[src/verilog/irs_regs.svh]
// Register offsets, field positions and reset values of the interrupt and reset status block
`ifndef IRS_REGS_SVH
`define IRS_REGS_SVH
`define IRS_WDC_OFFSET 8'h0e
`define IRS_STAT_OFFSET 8'h0f
`define IRS_MASK_OFFSET 8'h0f
`define IRS_BIT_TIMER 0
`define IRS_BIT_PORT 1
`define IRS_BIT_EXT 2
`define IRS_WDC_RUN_BIT 7
`define IRS_WDC_EXTSEL_BIT 6
`define IRS_WDC_ROPT_BIT 4
`define IRS_WDC_RESET 8'h80
`define IRS_IRQ_RESET 3'h0
`define IRS_VEC_IRQ 11'h008
`define IRS_VEC_TRAP 11'h001
`endif

[src/verilog/irs_pkg.sv]
// Types shared by the interrupt and reset status block
`default_nettype none
package irs_pkg;
	// Instruction strobes issued by the core, one-cycle pulses
	typedef struct packed {
		logic global_irq_on_op;
		logic global_irq_off_op;
		logic irq_return_op;
		logic sleep_op;
		logic watchdog_clear_op;
		logic trap_op;
	} irs_ops_s;
	// Register access from the core
	typedef struct packed {
		logic wr_data_reg;
		logic wr_ctl_reg;
		logic [7:0] addr;
		logic [7:0] wdata;
	} irs_acc_s;
	// Run state of the core
	typedef enum logic [0:0] {
		IRS_RUN = 1'b0,
		IRS_SLEEP = 1'b1
	} irs_mode_e;
endpackage
`default_nettype wire

[src/verilog/irs_core.sv]
// Interrupt flags, masks, vectoring and time-out/power-down status
// Notes on behaviour
// RULE_01 - Three falling-edge sources: timer, port, external; the code flags the port on any change
// RULE_02 - Software reads port before enabling change interrupt
// RULE_03 - Input pins flag changes; outputs, external pin excluded
// RULE_04 - Port change wakes; vectors only if global on
// RULE_05 - Status flags: timer bit0, port bit1, external bit2
// RULE_06 - Mask register uses the same bit positions
// RULE_07 - Enable and disable instructions drive global enable
// RULE_08 - Enabled interrupt with global on vectors 008H
// RULE_09 - Handler clears flag before return or re-enable
// RULE_10 - Timer, external flags set regardless of masks
// RULE_11 - Requests are flags ANDed with masks
// RULE_12 - Return instruction sets global enable
// RULE_13 - Enabled trap instruction vectors to 001H
// RULE_14 - Reset on power-on, reset pin, watchdog
// RULE_15 - Pin reset: keep flags running; sleep gives 1,0
// RULE_16 - Watchdog: clear time-out; from sleep both zero
// RULE_17 - Power-on sets both; pin wake gives 1,0
// RULE_18 - Clear sets both; sleep 1,0; time-out clears T
// RULE_19 - Resets clear status flags and mask bits
// RULE_20 - Reset sets watchdog enable, clears bits 4,6
// RULE_21 - Vector needs masked request; vectoring clears global
`timescale 1ns/10ps
`default_nettype none
`include "irs_regs.svh"
module irs_core #(
	parameter int PORT_W = 8
) (
	input wire logic clk,
	input wire logic srst,
	input wire logic ce,
	input wire logic power_on, // Power-on reset pulse
	input wire logic rst_pin_n, // Active-low reset pin, synchronous
	input wire logic wdt_timeout, // Watchdog time-out pulse
	input wire logic timer_counter_ovf, // Timer overflow level
	input wire logic ext_pin, // External interrupt pin level (port6_bit0)
	input wire logic [PORT_W-1:0] port_in, // Change-detect port levels
	input wire logic [PORT_W-1:0] port_is_out, // High where the pin is an output
	input wire logic port_read, // Core reads the port
	input wire irs_pkg::irs_ops_s ops,
	input wire irs_pkg::irs_acc_s acc,
	output logic [7:0] stat_rd, // Status register read value
	output logic [7:0] mask_rd, // Mask register read value
	output logic [7:0] wdc_rd, // Watchdog control read value
	output logic time_out_flag,
	output logic power_down_flag,
	output logic global_irq_en,
	output logic sleeping,
	output logic reset_out, // Core held in reset while the reset pin is low
	output logic wake, // Resume pulse after pin-change wake
	output logic vec_take, // Fetch redirect pulse
	output logic [10:0] vec_addr
);
	// The snapshot and status paths are one byte wide, so wider ports are refused
	if (PORT_W < 1 || PORT_W > 8) begin : g_bad_width
		$error("PORT_W must be 1..8");
	end

	// Registered state
	logic [2:0] flag_q, flag_d;
	logic [2:0] mask_q, mask_d;
	logic [7:0] wdc_q, wdc_d;
	logic t_q, t_d, p_q, p_d, gie_q, gie_d;
	irs_pkg::irs_mode_e mode_q, mode_d;
	logic [PORT_W-1:0] snap_q, snap_d; // Port levels seen at last read
	logic tmr_q, ext_q, pin_q; // Previous levels for edge detection
	logic rst_q, rst_d, wake_q, wake_d, vt_q, vt_d;
	logic [10:0] va_q, va_d;

	// Write decode; status and mask share an offset, so the space strobe decides
	function automatic logic reg_hit(input logic strobe, input logic [7:0] addr,
			input logic [7:0] offs);
		reg_hit = strobe && (addr == offs);
	endfunction

	// Pins that take part in change detection
	wire logic [PORT_W-1:0] watch;
	logic port_chg, tmr_fall, ext_fall, pin_rise, any_rst, irq_any;
	logic ext_sel;
	always_comb begin
		ext_sel = wdc_q[`IRS_WDC_EXTSEL_BIT];
		port_chg = |((port_in ^ snap_q) & watch); // RULE_03
		tmr_fall = tmr_q & ~timer_counter_ovf; // RULE_01
		ext_fall = ext_q & ~ext_pin & ext_sel; // RULE_01
		pin_rise = ~pin_q & rst_pin_n; // RULE_14
		any_rst = power_on | pin_rise | wdt_timeout; // RULE_14
		irq_any = |(flag_q & mask_q); // RULE_11
	end

	// Change-detect mask per pin; bit 0 drops out while it serves as the external input
	for (genvar gi = 0; gi < PORT_W; gi++) begin : g_watch
		if (gi == 0) begin : g_shared
			assign watch[gi] = ~port_is_out[gi] & ~wdc_q[`IRS_WDC_EXTSEL_BIT]; // RULE_03
		end else begin : g_plain
			assign watch[gi] = ~port_is_out[gi]; // RULE_03
		end
	end

	// Next-state computation for all control state
	always_comb begin
		flag_d = flag_q;
		mask_d = mask_q;
		wdc_d = wdc_q;
		t_d = t_q;
		p_d = p_q;
		gie_d = gie_q;
		mode_d = mode_q;
		snap_d = snap_q;
		rst_d = ~rst_pin_n;
		wake_d = 1'b0;
		vt_d = 1'b0;
		va_d = va_q;
		// Register writes; hardware sets below win over software clears
		if (reg_hit(acc.wr_data_reg, acc.addr, `IRS_STAT_OFFSET))
			flag_d = acc.wdata[2:0]; // RULE_05
		if (reg_hit(acc.wr_ctl_reg, acc.addr, `IRS_MASK_OFFSET))
			mask_d = acc.wdata[2:0]; // RULE_06
		if (reg_hit(acc.wr_ctl_reg, acc.addr, `IRS_WDC_OFFSET))
			wdc_d = acc.wdata;
		if (port_read)
			snap_d = port_in; // RULE_02
		if (tmr_fall)
			flag_d[`IRS_BIT_TIMER] = 1'b1; // RULE_10
		if (ext_fall)
			flag_d[`IRS_BIT_EXT] = 1'b1; // RULE_10
		// Port flag only when its mask is on, unlike the other two
		if (port_chg && mask_q[`IRS_BIT_PORT])
			flag_d[`IRS_BIT_PORT] = 1'b1; // RULE_10
		// Instruction effects
		if (ops.global_irq_on_op || ops.irq_return_op)
			gie_d = 1'b1; // RULE_07 RULE_12
		if (ops.global_irq_off_op)
			gie_d = 1'b0; // RULE_07
		if (ops.watchdog_clear_op) begin
			t_d = 1'b1; // RULE_18
			p_d = 1'b1;
		end
		// Sleep entry takes precedence over a same-cycle trap or vector
		case (mode_q)
			irs_pkg::IRS_RUN: begin
				if (ops.sleep_op) begin
					t_d = 1'b1; // RULE_18
					p_d = 1'b0;
					mode_d = irs_pkg::IRS_SLEEP;
				end else if (ops.trap_op && gie_q) begin
					vt_d = 1'b1; // RULE_13
					va_d = `IRS_VEC_TRAP;
					gie_d = 1'b0;
				end else if (irq_any && gie_q && !vt_q) begin
					vt_d = 1'b1; // RULE_08 RULE_21
					va_d = `IRS_VEC_IRQ;
					gie_d = 1'b0; // RULE_21
				end
			end
			irs_pkg::IRS_SLEEP: begin
				if (port_chg && mask_q[`IRS_BIT_PORT]) begin
					mode_d = irs_pkg::IRS_RUN; // RULE_04
					t_d = 1'b1; // RULE_17
					p_d = 1'b0;
					wake_d = 1'b1;
					if (gie_q) begin
						vt_d = 1'b1; // RULE_04
						va_d = `IRS_VEC_IRQ;
						gie_d = 1'b0;
					end
				end
			end
			default: mode_d = irs_pkg::IRS_RUN;
		endcase
		// Reset sources override everything except the port snapshot, the reset output and the vector address
		// Pin and watchdog resets tell sleep from run only through these two flags
		if (any_rst) begin
			flag_d = `IRS_IRQ_RESET; // RULE_19
			mask_d = `IRS_IRQ_RESET; // RULE_19
			wdc_d = `IRS_WDC_RESET; // RULE_20
			gie_d = 1'b0;
			mode_d = irs_pkg::IRS_RUN;
			vt_d = 1'b0;
			wake_d = 1'b0;
			if (power_on) begin
				t_d = 1'b1; // RULE_17
				p_d = 1'b1;
			end else if (wdt_timeout) begin
				t_d = 1'b0; // RULE_16 RULE_18
				p_d = (mode_q == irs_pkg::IRS_SLEEP) ? 1'b0 : p_q; // RULE_16
			end else if (mode_q == irs_pkg::IRS_SLEEP) begin
				t_d = 1'b1; // RULE_15
				p_d = 1'b0;
			end else begin
				t_d = t_q; // RULE_15
				p_d = p_q;
			end
		end
	end

	// Edge detectors reset to levels that cannot fake an edge after reset
	// Registers; clock enable freezes everything
	always_ff @(posedge clk) begin
		if (srst) begin
			flag_q <= `IRS_IRQ_RESET;
			mask_q <= `IRS_IRQ_RESET;
			wdc_q <= `IRS_WDC_RESET;
			t_q <= 1'b1;
			p_q <= 1'b1;
			gie_q <= 1'b0;
			mode_q <= irs_pkg::IRS_RUN;
			snap_q <= '0;
			tmr_q <= 1'b0;
			ext_q <= 1'b0;
			pin_q <= 1'b1;
			rst_q <= 1'b0;
			wake_q <= 1'b0;
			vt_q <= 1'b0;
			va_q <= 11'h000;
		end else if (ce) begin
			flag_q <= flag_d;
			mask_q <= mask_d;
			wdc_q <= wdc_d;
			t_q <= t_d;
			p_q <= p_d;
			gie_q <= gie_d;
			mode_q <= mode_d;
			snap_q <= snap_d;
			tmr_q <= timer_counter_ovf;
			ext_q <= ext_pin;
			pin_q <= rst_pin_n;
			rst_q <= rst_d;
			wake_q <= wake_d;
			vt_q <= vt_d;
			va_q <= va_d;
		end
	end

	// Pulses last one cycle; levels hold until the next change
	// Outputs straight from flip-flops
	assign stat_rd = {5'h00, flag_q};
	assign mask_rd = {5'h00, mask_q};
	assign wdc_rd = wdc_q;
	assign time_out_flag = t_q;
	assign power_down_flag = p_q;
	assign global_irq_en = gie_q;
	assign sleeping = (mode_q == irs_pkg::IRS_SLEEP);
	assign reset_out = rst_q;
	assign wake = wake_q;
	assign vec_take = vt_q;
	assign vec_addr = va_q;

	// Checks
	timer_flag_set_a: assert property (@(posedge clk) disable iff (srst) // RULE_10
		ce && tmr_fall && !any_rst |=> flag_q[`IRS_BIT_TIMER])
		else $error("timer flag not set");
	vector_irq_a: assert property (@(posedge clk) disable iff (srst) // RULE_08
		vec_take && va_q == `IRS_VEC_IRQ |-> $past(gie_q))
		else $error("vector without global enable");
	vector_clears_gie_a: assert property (@(posedge clk) disable iff (srst) // RULE_21
		ce && vt_d |=> !gie_q)
		else $error("global enable kept on vectoring");
	enable_op_a: assert property (@(posedge clk) disable iff (srst) // RULE_07
		ce && ops.global_irq_on_op && !any_rst && !ops.global_irq_off_op && !vt_d |=> gie_q)
		else $error("enable instruction ignored");
	return_op_a: assert property (@(posedge clk) disable iff (srst) // RULE_12
		ce && ops.irq_return_op && !any_rst && !ops.global_irq_off_op && !vt_d |=> gie_q)
		else $error("return did not enable");
	reset_clears_a: assert property (@(posedge clk) disable iff (srst) // RULE_19
		ce && any_rst |=> flag_q == 3'h0 && mask_q == 3'h0)
		else $error("reset left flags");
	wdc_reset_a: assert property (@(posedge clk) disable iff (srst) // RULE_20
		ce && any_rst |=> wdc_q[7] && !wdc_q[6] && !wdc_q[4])
		else $error("watchdog control reset wrong");
	power_on_tp_a: assert property (@(posedge clk) disable iff (srst) // RULE_17
		ce && power_on |=> t_q && p_q)
		else $error("power-on status wrong");
	sleep_tp_a: assert property (@(posedge clk) disable iff (srst) // RULE_18
		ce && ops.sleep_op && !any_rst && mode_q == irs_pkg::IRS_RUN |=> t_q && !p_q && sleeping)
		else $error("sleep status wrong");
	wdt_timeout_a: assert property (@(posedge clk) disable iff (srst) // RULE_16
		ce && wdt_timeout && !power_on |=> !t_q)
		else $error("time-out flag kept");
	// Reset and wake status, then masked request vectoring
	pin_keep_a: assert property (@(posedge clk) disable iff (srst) // RULE_15
		ce && pin_rise && !power_on && !wdt_timeout && mode_q == irs_pkg::IRS_RUN
		|=> t_q == $past(t_q) && p_q == $past(p_q))
		else $error("pin reset changed status");
	pin_wake_a: assert property (@(posedge clk) disable iff (srst) // RULE_15
		ce && pin_rise && !power_on && !wdt_timeout && mode_q == irs_pkg::IRS_SLEEP
		|=> t_q && !p_q && !sleeping)
		else $error("pin wake status wrong");
	wdt_sleep_a: assert property (@(posedge clk) disable iff (srst) // RULE_16
		ce && wdt_timeout && !power_on && mode_q == irs_pkg::IRS_SLEEP |=> !t_q && !p_q)
		else $error("watchdog wake status wrong");
	wake_vector_a: assert property (@(posedge clk) disable iff (srst) // RULE_04
		ce && sleeping && port_chg && mask_q[`IRS_BIT_PORT] && gie_q && !any_rst
		|=> wake && vec_take && vec_addr == `IRS_VEC_IRQ)
		else $error("port wake did not vector");
	irq_request_a: assert property (@(posedge clk) disable iff (srst) // RULE_11
		ce && !sleeping && (stat_rd & mask_rd) != 8'h00 && gie_q && !vt_q && !any_rst
		&& !ops.sleep_op && !ops.trap_op |=> vec_take && vec_addr == `IRS_VEC_IRQ)
		else $error("masked request not taken");
	cov_irq_c: cover property (@(posedge clk) vt_q && va_q == `IRS_VEC_IRQ);
	cov_wdt_sleep_c: cover property (@(posedge clk) ce && wdt_timeout && sleeping);
	cov_pin_sleep_c: cover property (@(posedge clk) ce && pin_rise && sleeping);
	cov_wake_c: cover property (@(posedge clk) wake_q);
	cov_trap_c: cover property (@(posedge clk) vt_q && va_q == `IRS_VEC_TRAP);
endmodule
`default_nettype wire

[config.mk]
export PLATFORM = sky130hd
export DESIGN_NAME = irs_core
export DESIGN_NICKNAME = d
export VERILOG_FILES = /design/src/verilog/irs_pkg.sv /design/src/verilog/irs_core.sv
export VERILOG_INCLUDE_DIRS = /design/src /design/src/verilog
export SDC_FILE = /design/constraint.sdc
export NUM_CORES = 1
export LEC_CHECK = 0
export ABC_CLOCK_PERIOD_IN_PS = 1800
export BUFFER_PORTS_ARGS = -buffer_cell sky130_fd_sc_hd__buf_2
export CORE_AREA = 3 3 64 80
export DETAILED_ROUTE_END_ITERATION = 7
export DIE_AREA = 0 0 67 83
export PLACE_DENSITY = 0.74
export SETUP_SLACK_MARGIN = 0.05
export SLEW_MARGIN = 20
export SYNTH_ARGS = -nofsm -noshare
export SYNTH_HDL_FRONTEND = slang
export SYNTH_SLANG_ARGS = --single-unit
[constraint.sdc]
create_clock -name clk -period 1.8 [get_ports clk]
set_clock_uncertainty 0.05 [all_clocks]
set_input_delay 0.18 -clock clk [delete_from_list [all_inputs] [get_ports clk]]
set_output_delay 0.18 -clock clk [all_outputs]
set_load 0.03 [all_outputs]
==> flow_summary_export.csv <==
group,metric,value,unit
clock_network,cts_max_path_buffers,2,
worst_setup_path,cp.buffers_inverters,0,
clock_network,cts_root_buffer,"clkbuf_8",
floorplan,start_util,40.2,%
finish,area_growth,37.0,%
timing,slew_viol_final,0,
floorplan,die_h,83,um
finish,fillers,435,
worst_setup_path,cp_data_arrival_time,2.02,ns
routing,firstDrtPassIters,4,
power_and_ir_drop,irDropWorstVdd,0.417,mV
finish,ff_latch_area,708,um^2
power_and_ir_drop,power_density,781,nW/um^2
timing,fin_ws,-0.0915,ns
worst_setup_path,path_cells,"a222oi_1 > o21a_1 > or4_4 > or4_4 > and3b_1",
finish,stdcell_count,361,
worst_setup_path,crit_slowest_cell,"or4_4",
global_route,grt_max_degree,26,
clock_network,path_clk_slew,0.08,ns
routing,via_per_inst,4.93,
global_route,grt_pass1_vias,1698,
floorplan,die_area,5560,um^2
clock_network,cts.sink_count,34,
floorplan,ios,91,
routing,drc_errors,0,
worst_setup_path,crit_top_cell,"or4_4",
floorplan,rows,27,
logic_synthesis,synth-seq-cells,34,
logic_synthesis,yosysTopAreaCell,"dfxtp_1",
timing,hold_violations,0,
clock_network,cts_tree,"built",
worst_setup_path,cp_max_fo,2,
global_route,track_usage,16.6,%
routing,wl_per_cell,12.4,um
logic_synthesis,synthFlopType,"dfxtp_1",
worst_hold_path,min_path_type,"input port to flop",
routing,drtIter0Drc,76,
timing,period_needed,1.89,ns
finish,nNetsFinal,351,
global_route,overflow,0,
worst_setup_path,slowest_delay,0.48,ns
timing,max_clock_freq,0.529,GHz
timing,setup_viol,2,
placed_design,port_buffers,71,
global_route,grt_antenna_before_repair,0,
placed_design,globalplace.congestion,0.830,
worst_setup_path,cp-end-kind,"flop",
logic_synthesis,synth_enable_flop_cells,0,
status,status,"finished, violations left",
floorplan,coreArea,4460,um^2
routing,ant_nets,0,
clock_network,cts_hold_buf,0,
finish,layout-drive-gt1-share,41.3,%
logic_synthesis,avgSynthCellArea,8.46,um^2
worst_setup_path,crit_required,1.93,ns
finish,multi_input_area,990,um^2
floorplan,die_w,67,um
logic_synthesis,synth_seq_area_share,37.9,%
logic_synthesis,ys_types,44,
worst_setup_path,crit_type,"flop to flop",
logic_synthesis,synth_cells,212,
clock_network,htreeDepth,2,
timing,period_share,105,%
worst_setup_path,critPathTopFamily,"simple AND/OR/NAND/NOR gates",
power_and_ir_drop,leakage,1.12,nW
finish,num_antenna_cells,0,
routing,vias,1779,
logic_synthesis,synth_top_area_share,37.9,%
logic_synthesis,yosys-top-cells-area,"dfxtp_1 (38%), buf_4 (8.4%), nor2_1 (4.8%)",
logic_synthesis,ys.warnings.count,0,
routing,routed_wl,4490,um
flow_run,drv_cap,0,
finish,final_util,55.1,%
placed_design,dp.cells,351,
placed_design,hpwl,3440,um
worst_setup_path,start_kind,"flop",
clock_network,cts_buffers,5,
clock_network,clkLatencyLatePin,0.29,ns
logic_synthesis,async_flop_share,0,%
global_route,grt_first_pass_wirelength,7400,um
status,violations,"negative setup slack",
timing,rsz0062_at_grt,"yes",
logic_synthesis,syn-cell-area,1790,um^2
==> worst register-to-register path, stage by stage, from the launching register on <==
cell,delay [ns]
dfxtp_4,0.35
a222oi_1,0.09
o21a_1,0.20
or4_4,0.48
or4_4,0.43
and3b_1,0.18
==> report_power, final <==
group	internal (mW)	switching, mW
clock	0.555	0.304
combinational	0.108	0.180
sequential	0.763	0.0115
total	1.43	0.495
==> per-layer routing <==
layer  part of all wire, %  vias to the layer above  global-route usage [%]
met5                     0                        -                       0
met4                   2.1                        0                    6.27
met3                   6.8                       10                    3.92
met2                    49                       66                    27.5
met1                    42                      810                    20.5
li1                      -                      893                       -
==> worst paths after layout <==
kind         slack, ns       from  cells past startpoint     endpoint
max              -0.09  mask_q[2]                      5  vec_addr[3]
min                0.1  rst_pin_n                      3        pin_q
max reg2reg      -0.09  mask_q[2]                      5  vec_addr[3]
min reg2reg       0.40  reset_out                      1    reset_out
==> final cells by class <==
cell class	instances	area share, %
Clock buffer	5	2.80
Tap cell	58	2.95
Timing Repair Buffer	93	21.2
Sequential cell	34	28.8
Multi-Input combinational cell	160	40.3
Inverter	8	1.22
Clock inverter	3	2.80
==> cell usage in the layout (no fill, tap or decap), types with 5 or more instances in the layout <==
master,synthesis,layout
nand3_1,11,11
nor3_1,5,5
xnor2_1,8,5
nand2_1,20,20
buf_2,0,71
nor2_1,23,23
clkbuf_8,1,5
buf_4,20,22
a22oi_1,10,10
conb_1,1,19
o21ai_0,6,5
dfxtp_4,0,6
inv_1,8,8
dfxtp_1,34,24
a21oi_1,12,12
==> synthesized netlist by cell type (4+ instances only) <==
cell type and instances:
mux2i_1 4, inv_1 8, buf_4 20, nand3_1 11
nand2_1 20, xnor2_1 8, nor2_1 23, nor3_1 5
a21oi_1 12, dfxtp_1 34, a22oi_1 10, o21ai_0 6
==> per-stage QoR <==
stage / hold WS (ns) / instance area (um^2) / worst slack [ns] / total power [mW] / setup TNS, ns
3_5_place_dp: 0.386 / 2250 / -0.112 / 1.06 / -1.03
4_1_cts: 0.0866 / 2400 / -0.0893 / 1.93 / -0.113
2_1_floorplan: 0.276 / 1880 / -0.0923 / 1.00 / -0.106
6_report: 0.0951 / 2460 / -0.0915 / 1.92 / -0.116
5_1_grt: 0.0994 / 2460 / -0.139 / 2.01 / -0.334
3_3_place_gp: 0.383 / 2250 / -0.0830 / 1.06 / -0.523
==> state kept, by name (all words and copies together), names as in the netlist <==
| signal | count |
|---|---|
| global_irq_en | 1 |
| vec_take | 1 |
| vec_addr | 2 |
| tmr_q | 1 |
| sleeping | 1 |
| ext_q | 1 |
| wake | 1 |
| snap_q | 8 |
| flag_q | 3 |
| pin_q | 1 |
| mask_q | 3 |
| reset_out | 1 |
| power_down_flag | 1 |
| time_out_flag | 1 |
| wdc_rd | 8 |
==> logic make-up after synthesis <==
kind of cell | count (synthesis) | synth area share, %
other | 1 | 0.209
DFF | 34 | 37.9
buffers and inverters | 36 | 13.6
AOI/OAI and AO/OA | 51 | 19.6
and+or+nand+nor | 78 | 22.5
muxes | 4 | 2.23
xor gates and xnor gates | 8 | 3.91
==> timing repair <==
item / in CTS / in global routing
pin swaps: 0 / 6
gates resized for setup: 4 / 10
endpoints found under the setup margin: 11 / 4
cloned: 0 / 0
setup buffers: 0 / 2
No activity file was read; power rests on OpenSTA's default activity.
